**config.mk**
```make
export PLATFORM = sky130hd
export DESIGN_NAME = sdm_top
export DESIGN_NICKNAME = d
export VERILOG_FILES = /design/src/verilog/sdm_pkg.sv /design/src/verilog/sdm_in_filter.sv /design/src/verilog/sdm_top.sv
export VERILOG_INCLUDE_DIRS = /design/src /design/src/verilog
export SDC_FILE = /design/constraint.sdc
export NUM_CORES = 1
export LEC_CHECK = 0
export BUFFER_PORTS_ARGS = -buffer_cell sky130_fd_sc_hd__buf_2
export CAP_MARGIN = 20
export CORE_MARGIN = 5
export CORE_UTILIZATION = 30
export DETAILED_ROUTE_END_ITERATION = 10
export PLACE_DENSITY = 0.52
export SETUP_SLACK_MARGIN = 0.05
export SKIP_CTS_REPAIR_TIMING = 1
export SLEW_MARGIN = 20
export SYNTH_ARGS = -nofsm -noshare
export SYNTH_HDL_FRONTEND = slang
export SYNTH_HIERARCHICAL = 1
export SYNTH_SLANG_ARGS = --single-unit
```
**constraint.sdc**
```tcl
create_clock -name CLK -period 7.6 [get_ports CLK]
set_input_delay 1.52 -clock CLK [delete_from_list [all_inputs] [get_ports CLK]]
set_output_delay 1.52 -clock CLK [all_outputs]
set_load 0.05 [all_outputs]
```
**src/verilog/sdm_map.svh**
```systemverilog
// register offsets, field positions, reset values and timing counts
`ifndef SDM_MAP_SVH
`define SDM_MAP_SVH

// ****************************************************************
// timing
// ****************************************************************
`define SDM_CLK_NS 4
`define SDM_CYCLE_US 250
`define SDM_CYCLE_CLKS (`SDM_CYCLE_US * 1000 / `SDM_CLK_NS)
`define SDM_CYC_PER_MS (1000 / `SDM_CYCLE_US)
`define SDM_TP_NS 500
`define SDM_TP_CLKS ((`SDM_TP_NS + `SDM_CLK_NS - 1) / `SDM_CLK_NS)
`define SDM_TP_REP_CYC 8
`define SDM_SETTLE_NS 2000
`define SDM_SETTLE_CLKS ((`SDM_SETTLE_NS + `SDM_CLK_NS - 1) / `SDM_CLK_NS)

// ****************************************************************
// register offsets
// ****************************************************************
`define SDM_CTRL_OFS 8'h00
`define SDM_STATUS_OFS 8'h04
`define SDM_FILT_EN_OFS 8'h08
`define SDM_TEST_EN_OFS 8'h0C
`define SDM_ROLE_OFS 8'h10
`define SDM_FILT_MS_OFS 8'h20
`define SDM_OUT_MAP_OFS 8'h30

// ****************************************************************
// fields and reset values
// ****************************************************************
`define SDM_CTRL_RUN 0
`define SDM_CTRL_CLR 1
`define SDM_ST_STATE 12
`define SDM_ST_WIRE 16
`define SDM_ST_OV 17
`define SDM_ROLE_TOA_EN 2
`define SDM_ROLE_BT 4
`define SDM_ROLE_BT_EN 6
`define SDM_FILT_MS_RST 8'h01
`define SDM_TEST_EN_RST 8'hFF

`endif

```
**src/verilog/sdm_pkg.sv**
```systemverilog
// types shared by the safe digital io mapper
package sdm_pkg;

  typedef enum logic [1:0] {
    SDM_RUN  = 2'b00,
    SDM_STOP = 2'b01,
    SDM_TOFF = 2'b10
  } sdm_state_t;

endpackage

```
**src/verilog/sdm_in_filter.sv**
```systemverilog
// per-input pulse suppression filter stepping once per module cycle
`timescale 1ns/1ns
module sdm_in_filter #(
  parameter int CW = 16
) (
  input wire logic clk,
  input wire logic rst_n,
  input wire logic tick,
  input wire logic sample,
  input wire logic en,
  input wire logic [CW-1:0] limit,
  output logic image
);

  logic [CW-1:0] cnt_q;

  // integrating up/down counter: the image only flips once the level has
  // outweighed the opposite level for a whole filter time, so a short
  // glitch of either polarity is absorbed, like a first-order low pass
  always_ff @(posedge clk or negedge rst_n) begin
    if (!rst_n) begin
      cnt_q <= '0;
      image <= 1'b0;
    end else if (tick) begin
      if (!en || limit == '0) begin
        cnt_q <= sample ? limit : '0;
        image <= sample;
      end else if (sample) begin
        if (cnt_q >= limit - 1'b1) begin
          cnt_q <= limit;
          image <= 1'b1;
        end else begin
          cnt_q <= cnt_q + 1'b1;
        end
      end else begin
        if (cnt_q <= 1) begin
          cnt_q <= '0;
          image <= 1'b0;
        end else begin
          cnt_q <= cnt_q - 1'b1;
        end
      end
    end
  end

endmodule

```
**src/verilog/sdm_top.sv**
```systemverilog
// safe digital input/output mapper with test pulses and fault stop
//
// The APB interface to the registers and the address map were left to the implementer.
`timescale 1ns/1ns
`include "sdm_map.svh"

module sdm_top import sdm_pkg::*; #(
  parameter int N = 4,
  parameter int CYCLE_CLKS = `SDM_CYCLE_CLKS,
  parameter int TP_CLKS = `SDM_TP_CLKS,
  parameter int TP_REP = `SDM_TP_REP_CYC,
  parameter int SETTLE_CLKS = `SDM_SETTLE_CLKS
) (
  input wire logic CLK,
  input wire logic RESET_N,
  input wire logic PSEL,
  input wire logic PENABLE,
  input wire logic PWRITE,
  input wire logic [7:0] PADDR,
  input wire logic [31:0] PWDATA,
  output logic [31:0] PRDATA,
  output logic PREADY,
  output logic PSLVERR,
  input wire logic [N-1:0] IN_PINS,
  output logic [N-1:0] IN_TEST,
  input wire logic [N-1:0] SF_SAFE,
  output logic [N-1:0] SF_ACTIVE,
  input wire logic STANDSTILL,
  input wire logic BRAKE_TEST,
  input wire logic [N-1:0] OUT_FB,
  output logic [N-1:0] OUT_PINS,
  output logic SAFE_STOP_REQ,
  output logic TORQUE_OFF_ACK
);

  localparam int IW = $clog2(N);

  // ****************************************************************
  // register file
  // ****************************************************************
  logic run_q;
  logic [N-1:0] filt_en_q;
  logic [N-1:0] on_en_q;
  logic [N-1:0] off_en_q;
  logic [IW-1:0] toa_idx_q;
  logic toa_en_q;
  logic [IW-1:0] bt_idx_q;
  logic bt_en_q;
  logic [7:0] filt_ms_q [N];
  logic [N-1:0] map_q [N];
  logic wire_flt_q;
  logic ov_flt_q;
  logic clr_q;
  sdm_state_t state_q;
  logic [N-1:0] image;
  logic [N-1:0] fb_q;
  logic access;
  logic wr;
  logic [31:0] rdata;
  logic hit;

  assign access = PSEL && PENABLE && !PREADY;
  assign wr = access && PWRITE;

  function automatic logic sel(input logic [7:0] a, input logic [7:0] ofs, input int i);
    sel = (a == ofs + 8'(4 * i));
  endfunction

  always_comb begin
    rdata = 32'h0000_0000;
    hit = 1'b1;
    unique case (PADDR)
      `SDM_CTRL_OFS: rdata[`SDM_CTRL_RUN] = run_q;
      `SDM_STATUS_OFS: begin
        rdata[N-1:0] = image;
        rdata[4 +: N] = SF_ACTIVE;
        rdata[8 +: N] = fb_q;
        rdata[`SDM_ST_STATE +: 2] = state_q;
        rdata[`SDM_ST_WIRE] = wire_flt_q;
        rdata[`SDM_ST_OV] = ov_flt_q;
      end
      `SDM_FILT_EN_OFS: rdata[N-1:0] = filt_en_q;
      `SDM_TEST_EN_OFS: begin
        rdata[N-1:0] = on_en_q;
        rdata[4 +: N] = off_en_q;
      end
      `SDM_ROLE_OFS: begin
        rdata[IW-1:0] = toa_idx_q;
        rdata[`SDM_ROLE_TOA_EN] = toa_en_q;
        rdata[`SDM_ROLE_BT +: IW] = bt_idx_q;
        rdata[`SDM_ROLE_BT_EN] = bt_en_q;
      end
      default: begin
        hit = 1'b0;
        for (int i = 0; i < N; i++) begin
          if (sel(PADDR, `SDM_FILT_MS_OFS, i)) begin
            rdata[7:0] = filt_ms_q[i];
            hit = 1'b1;
          end
          if (sel(PADDR, `SDM_OUT_MAP_OFS, i)) begin
            rdata[N-1:0] = map_q[i];
            hit = 1'b1;
          end
        end
      end
    endcase
  end

  // one wait state: the answer is registered on the first access edge
  always_ff @(posedge CLK or negedge RESET_N) begin
    if (!RESET_N) begin
      PREADY <= 1'b0;
      PRDATA <= 32'h0000_0000;
      PSLVERR <= 1'b0;
    end else begin
      PREADY <= access;
      PSLVERR <= access && !hit;
      if (access && !PWRITE) begin
        PRDATA <= rdata;
      end
    end
  end

  always_ff @(posedge CLK or negedge RESET_N) begin
    if (!RESET_N) begin
      run_q <= 1'b0;
      clr_q <= 1'b0;
      filt_en_q <= '1;
      on_en_q <= N'(`SDM_TEST_EN_RST);
      off_en_q <= N'(`SDM_TEST_EN_RST);
      toa_idx_q <= '0;
      toa_en_q <= 1'b0;
      bt_idx_q <= '0;
      bt_en_q <= 1'b0;
      for (int i = 0; i < N; i++) begin
        filt_ms_q[i] <= `SDM_FILT_MS_RST;
        map_q[i] <= '0;
      end
    end else begin
      clr_q <= wr && PADDR == `SDM_CTRL_OFS && PWDATA[`SDM_CTRL_CLR];
      if (wr) begin
        unique case (PADDR)
          `SDM_CTRL_OFS: run_q <= PWDATA[`SDM_CTRL_RUN];
          `SDM_FILT_EN_OFS: filt_en_q <= PWDATA[N-1:0];
          `SDM_TEST_EN_OFS: begin
            on_en_q <= PWDATA[N-1:0];
            off_en_q <= PWDATA[4 +: N];
          end
          `SDM_ROLE_OFS: begin
            toa_idx_q <= PWDATA[IW-1:0];
            toa_en_q <= PWDATA[`SDM_ROLE_TOA_EN];
            bt_idx_q <= PWDATA[`SDM_ROLE_BT +: IW];
            bt_en_q <= PWDATA[`SDM_ROLE_BT_EN];
          end
          default: begin
            for (int i = 0; i < N; i++) begin
              if (sel(PADDR, `SDM_FILT_MS_OFS, i)) begin
                filt_ms_q[i] <= PWDATA[7:0];
              end
              if (sel(PADDR, `SDM_OUT_MAP_OFS, i)) begin
                map_q[i] <= PWDATA[N-1:0];
              end
            end
          end
        endcase
      end
    end
  end

  // ****************************************************************
  // module cycle and test pulse timing
  // ****************************************************************
  logic [31:0] cyc_cnt_q;
  logic tick_q;
  logic [7:0] rep_q;
  logic [15:0] tp_cnt_q;
  logic tp_on;

  assign tp_on = tp_cnt_q != 16'h0000;

  always_ff @(posedge CLK or negedge RESET_N) begin
    if (!RESET_N) begin
      cyc_cnt_q <= 32'h0000_0000;
      tick_q <= 1'b0;
    end else if (!run_q) begin
      cyc_cnt_q <= 32'h0000_0000;
      tick_q <= 1'b0;
    end else begin
      tick_q <= cyc_cnt_q == 32'(CYCLE_CLKS - 1);
      cyc_cnt_q <= (cyc_cnt_q == 32'(CYCLE_CLKS - 1)) ? 32'h0000_0000 : cyc_cnt_q + 1'b1;
    end
  end

  // one test pulse of fixed width every TP_REP module cycles
  always_ff @(posedge CLK or negedge RESET_N) begin
    if (!RESET_N) begin
      rep_q <= 8'h00;
      tp_cnt_q <= 16'h0000;
    end else begin
      if (tp_on) begin
        tp_cnt_q <= tp_cnt_q - 1'b1;
      end
      if (tick_q) begin
        if (rep_q == 8'(TP_REP - 1)) begin
          rep_q <= 8'h00;
          tp_cnt_q <= 16'(TP_CLKS);
        end else begin
          rep_q <= rep_q + 1'b1;
        end
      end
    end
  end

  // ****************************************************************
  // inputs
  // ****************************************************************
  logic [N-1:0] in_s1_q;
  logic [N-1:0] in_s2_q;
  logic [N-1:0] smp_q;

  always_ff @(posedge CLK or negedge RESET_N) begin
    if (!RESET_N) begin
      in_s1_q <= '0;
      in_s2_q <= '0;
      smp_q <= '0;
      IN_TEST <= '0;
    end else begin
      in_s1_q <= IN_PINS;
      in_s2_q <= in_s1_q;
      if (tick_q) begin
        smp_q <= in_s2_q;
      end
      IN_TEST <= tick_q ? smp_q : '0;
    end
  end

  generate
    for (genvar g = 0; g < N; g++) begin : g_filt
      sdm_in_filter #(.CW(16)) u_filt (
        .clk(CLK),
        .rst_n(RESET_N),
        .tick(tick_q),
        .sample(smp_q[g]),
        .en(filt_en_q[g]),
        .limit(16'(filt_ms_q[g] * `SDM_CYC_PER_MS)),
        .image(image[g])
      );
    end
  endgenerate

  always_ff @(posedge CLK or negedge RESET_N) begin
    if (!RESET_N) begin
      SF_ACTIVE <= '0;
    end else begin
      SF_ACTIVE <= ~image;
    end
  end

  // ****************************************************************
  // feedback outputs
  // ****************************************************************
  // combine the feedback of every active function mapped to one output
  function automatic logic combine(input logic [N-1:0] m, input logic [N-1:0] act,
                                   input logic [N-1:0] safe);
    logic [N-1:0] c;
    c = m & act;
    combine = (c != '0) && ((c & ~safe) == '0);
  endfunction

  always_ff @(posedge CLK or negedge RESET_N) begin
    if (!RESET_N) begin
      fb_q <= '0;
    end else if (tick_q) begin
      for (int o = 0; o < N; o++) begin
        if (state_q == SDM_TOFF) begin
          fb_q[o] <= 1'b0;
          if (toa_en_q && IW'(o) == toa_idx_q) begin
            fb_q[o] <= 1'b1;
          end
          if (bt_en_q && IW'(o) == bt_idx_q && BRAKE_TEST) begin
            fb_q[o] <= fb_q[o];
          end
        end else if (bt_en_q && IW'(o) == bt_idx_q && BRAKE_TEST) begin
          fb_q[o] <= fb_q[o];
        end else begin
          fb_q[o] <= combine(map_q[o], SF_ACTIVE, SF_SAFE);
        end
      end
    end
  end

  // test pulses invert each output briefly; the load must ride through them
  always_ff @(posedge CLK or negedge RESET_N) begin
    if (!RESET_N) begin
      OUT_PINS <= '0;
    end else begin
      for (int o = 0; o < N; o++) begin
        if (tp_on && fb_q[o] && off_en_q[o]) begin
          OUT_PINS[o] <= 1'b0;
        end else if (tp_on && !fb_q[o] && on_en_q[o]) begin
          OUT_PINS[o] <= 1'b1;
        end else begin
          OUT_PINS[o] <= fb_q[o];
        end
      end
    end
  end

  // ****************************************************************
  // wiring and overvoltage supervision
  // ****************************************************************
  logic [N-1:0] fb_s1_q;
  logic [N-1:0] fb_s2_q;
  logic [N-1:0] out_d1_q;
  logic [15:0] stable_q;
  logic stable;
  logic wire_evt;
  logic ov_evt;
  logic [N-1:0] toa_mask;

  // readback lags the pins, so compare only once they have settled;
  // a pin change in this very cycle must block the compare at once
  assign stable = stable_q == 16'(SETTLE_CLKS) && out_d1_q == OUT_PINS;
  assign toa_mask = N'(1) << toa_idx_q;
  assign wire_evt = stable && fb_s2_q != OUT_PINS;
  assign ov_evt = stable && toa_en_q && |(fb_s2_q & toa_mask)
                  && |(fb_s2_q & ~toa_mask);

  always_ff @(posedge CLK or negedge RESET_N) begin
    if (!RESET_N) begin
      fb_s1_q <= '0;
      fb_s2_q <= '0;
      out_d1_q <= '0;
      stable_q <= 16'h0000;
    end else begin
      fb_s1_q <= OUT_FB;
      fb_s2_q <= fb_s1_q;
      out_d1_q <= OUT_PINS;
      if (out_d1_q != OUT_PINS) begin
        stable_q <= 16'h0000;
      end else if (!stable) begin
        stable_q <= stable_q + 1'b1;
      end
    end
  end

  // a new fault wins over a clear in the same cycle
  always_ff @(posedge CLK or negedge RESET_N) begin
    if (!RESET_N) begin
      wire_flt_q <= 1'b0;
      ov_flt_q <= 1'b0;
    end else begin
      wire_flt_q <= wire_evt || (wire_flt_q && !clr_q);
      ov_flt_q <= ov_evt || (ov_flt_q && !clr_q);
    end
  end

  // ****************************************************************
  // stop sequence
  // ****************************************************************
  always_ff @(posedge CLK or negedge RESET_N) begin
    if (!RESET_N) begin
      state_q <= SDM_RUN;
    end else begin
      unique case (state_q)
        SDM_RUN: if (wire_evt || ov_evt) begin
          state_q <= SDM_STOP;
        end
        SDM_STOP: if (STANDSTILL) begin
          state_q <= SDM_TOFF;
        end
        // the flags fall on the same edge as the clear, so gate on live events
        SDM_TOFF: if (clr_q && !wire_evt && !ov_evt) begin
          state_q <= SDM_RUN;
        end
        default: state_q <= SDM_STOP;
      endcase
    end
  end

  always_ff @(posedge CLK or negedge RESET_N) begin
    if (!RESET_N) begin
      SAFE_STOP_REQ <= 1'b0;
      TORQUE_OFF_ACK <= 1'b0;
    end else begin
      SAFE_STOP_REQ <= state_q != SDM_RUN;
      TORQUE_OFF_ACK <= state_q == SDM_TOFF;
    end
  end

endmodule

```
==> impl_metrics.ini <==
[outcome]
status = complete, no violations

[place]
post-dp-hpwl_mm = 40.27
dpl_cell_area_mm2 = 0.02080
numPortBuffers = 66
gp_congestion = 0.8824

[critical_path]
startpoint_type = flip-flop
rrSetupSlack_ns = 3.06
worstReg2RegEnd = g_filt[1].u_filt/cnt_q[3]
worstPathRequired_ns = 8.04
crit_type = flip-flop to flip-flop
cp.arrival_ns = 4.97
r2r_start = filt_ms_q[17]
cp-endpoint = g_filt[1].u_filt/cnt_q[3]
ff2ff_path_depth = 13
crit_fanout = 19
setup.worst_path.start = filt_ms_q[17]
end_kind = flip-flop

[synth]
synth_area_mm2 = 0.01955
synth_top_area_share_pct = 32.89
synthDistinctLibCells = 102
synthArstFlopShare_pct = 100.0
yosysSeqAreaShare_pct = 35.04
syn-instance-count = 2154
ys.flop_type = dfrtp_1
yosys.area.top_type = dfrtp_1
synth.avg_cell_area_um2 = 9.077
ys_seq_elements = 273
yosysWarnings = 6
synthTopCellsByArea = dfrtp_1 (33%), ha_1 (5.8%), xnor2_1 (5.4%)
synth_edf_count = 0

[cts]
cts_buffer_depth = 3
clkSlewWorstSetupHoldPaths_ns = 0.07
cts.sinks = 273
root_buffer = clkbuf_16
cts_tree = built
cts_buffers = 34
htree_levels = 2
insertion_delay_ns = 0.55

[floorplan]
rows = 93
die_area_mm2 = 0.07038
core_mm2 = 0.06446
initial_core_util_pct = 30.33
die_h_um = 265.3
io_pins = 107
die_w_um = 265.3

[sta]
fmax_mhz = 220.4
rsz0062_at_grt = no
fin_worst_skew_ns = 0.01694
hold_viol = 0
slew_headroom_pct = 27.25
finalCriticalPeriod_ns = 4.537
post-route-period-util_pct = 59.69
tns_ns = 0
setup_viol_count_final = 0
whs_ns = 0.3463
slew_viol_final = 0
worst-slew-pin-transition_ns = 1.064

[detailed_routing]
vias = 16390
post-route-drc-count = 0
dr.pass1.iters = 9
drt-vias-per-instance = 5.208
postRouteAntennaNets = 0
drtIter0Drc = 1072
drt_wl_total_mm = 56.69
wl_per_cell_um = 18.01

[cells_and_area]
area_growth_syn_to_layout_pct = 12.47
finish.instance_area_mm2 = 0.02199
post-route-util_pct = 34.11
fin_nets = 2414
layout-drive-gt1-share_pct = 14.10

[job]
maxCapViolations = 0

[worst_hold_path]
hp-class = flip-flop to flip-flop

[global_routing]
antenna_found_initial = 6
grt_usage_pct = 15.74
grt_start_max_net_pins = 134
grt_pass1_wl_mm = 91.05
gr-total-overflow = 0
grt_pass1_vias = 16130

[power_and_ir_drop]
vdd_drop_max_uv = 138.3
cellPowerDensity_mw_per_mm2 = 161.7
total_leakage_power_uw = 0.009119
fin_total_pwr_uw = 3555
[cell usage in the layout, fill, tap and decap left out, types with 11 or more instances in the layout]
master       n
dfrtp_1    256
nand3_1    124
nor4_1      31
nand2_1    178
mux2_2      76
mux2i_1     26
nor2_1     188
o31ai_1     11
and4_1      14
o21ai_0     53
a31oi_1     36
and2_1      15
clkbuf_16   35
or3_1       22
conb_1     151
buf_2       65
dfstp_2     16
nand2b_1    11
o221ai_1    18
nand4_1     48
ha_1        90
nor4_2      11
xnor2_1    121
xor2_1      88
nor3_1      91
o21ai_1     12
a21oi_1    130
inv_1       67
and3_1      25
a22o_1      14
[worst max-delay path, cell delays in order (launching register included)]
cell	delay (ns)
dfrtp_1	0.45
nor3_1	0.34
nand3_1	0.17
nor3_1	0.34
nand2_1	0.21
or4_1	0.46
xor2_1	0.16
ha_1	0.31
a21o_1	0.18
a21o_1	0.17
a211oi_1	0.43
and3_1	0.77
a21oi_1	0.17
o221a_2	0.27
[metrics by stage]
| stage | setup WS, ns | instances |
|---|---|---|
| after floorplan | 3.757 | 2304 |
| after global placement | 3.131 | 3084 |
| after detailed placement | 3.109 | 3084 |
| after CTS | 3.090 | 3146 |
| after global routing | 2.776 | 3146 |
| final | 3.063 | 3148 |
[registers in the layout (all words and copies together), names as in the netlist, 8 cells and up]
name,flops
map_q,16
rep_q,8
PRDATA,16
filt_ms_q,32
tp_cnt_q,16
stable_q,16
g_filt.u_filt/cnt_q,64
cyc_cnt_q,32
[power by group]
group          total (uW)  internal, uW  switching (uW)
clock                1720          1030             690
sequential           1500          1480            23.9
combinational         329          98.1             231
total                3550          2610             945
[metal layers]
layer / GRT usage (%) / vias up / part of all wire [%] / wire length [um]
li1: - / 7904 / - / -
met1: 21.15 / 8016 / 45 / 25620
met2: 25.99 / 388 / 47 / 26580
met3: 3.052 / 80 / 5.4 / 3080
met4: 4.364 / 6 / 2.4 / 1362
met5: 0 / - / 0.083 / 47
[cell type report]
type / instances / area [um2]
diodes: 2 / 5.005
clock buffers: 43 / 945.9
clock inverters: 19 / 235.2
fillers: 6629 / 42470
inverters: 68 / 255.2
multi-input cells: 1811 / 12190
flip-flops and latches: 273 / 6855
well taps: 855 / 1070
repair buffers: 77 / 435.4
[worst min path at each step]
stage	start	to	slack (ns)	depth (start not counted)
final	in_s1_q[2]	in_s2_q[2]	0.35	0
after global routing	fb_s1_q[2]	fb_s2_q[2]	0.35	0
after CTS	fb_s1_q[2]	fb_s2_q[2]	0.35	0
after detailed placement	fb_s1_q[2]	fb_s2_q[2]	0.33	0
after global placement	in_s1_q[3]	in_s2_q[3]	0.33	0
after floorplan	fb_s1_q[0]	fb_s2_q[0]	0.33	0
[cells by family after synthesis]
family / Yosys count / synth area share (%)
mux: 110 / 6.515
compound gates: 418 / 15.50
buf+inv: 220 / 5.625
flops: 273 / 35.04
other cells: 1 / 0.01918
fa+ha+maj: 90 / 5.760
simple gates: 833 / 22.17
xor+xnor: 209 / 9.363
[Yosys cell counts (14+ instances only)]
| cell type | number |
|---|---|
| dfstp_2 | 16 |
| and3_1 | 25 |
| inv_1 | 67 |
| ha_1 | 90 |
| buf_2 | 18 |
| buf_4 | 23 |
| nand3_1 | 124 |
| mux2_2 | 76 |
| xnor2_1 | 121 |
| nor2_1 | 188 |
| or3_1 | 22 |
| a31oi_1 | 36 |
| clkbuf_1 | 87 |
| xor2_1 | 88 |
| and2_1 | 15 |
| nor3_1 | 91 |
| mux2i_1 | 26 |
| dfrtp_1 | 257 |
| o21ai_0 | 53 |
| nand2_1 | 178 |
| a22o_1 | 14 |
| a21oi_1 | 130 |
| nor4_1 | 31 |
| nand4_1 | 48 |
| o221ai_1 | 18 |
| and4_1 | 14 |
No activity file was read; power rests on OpenSTA's default activity.
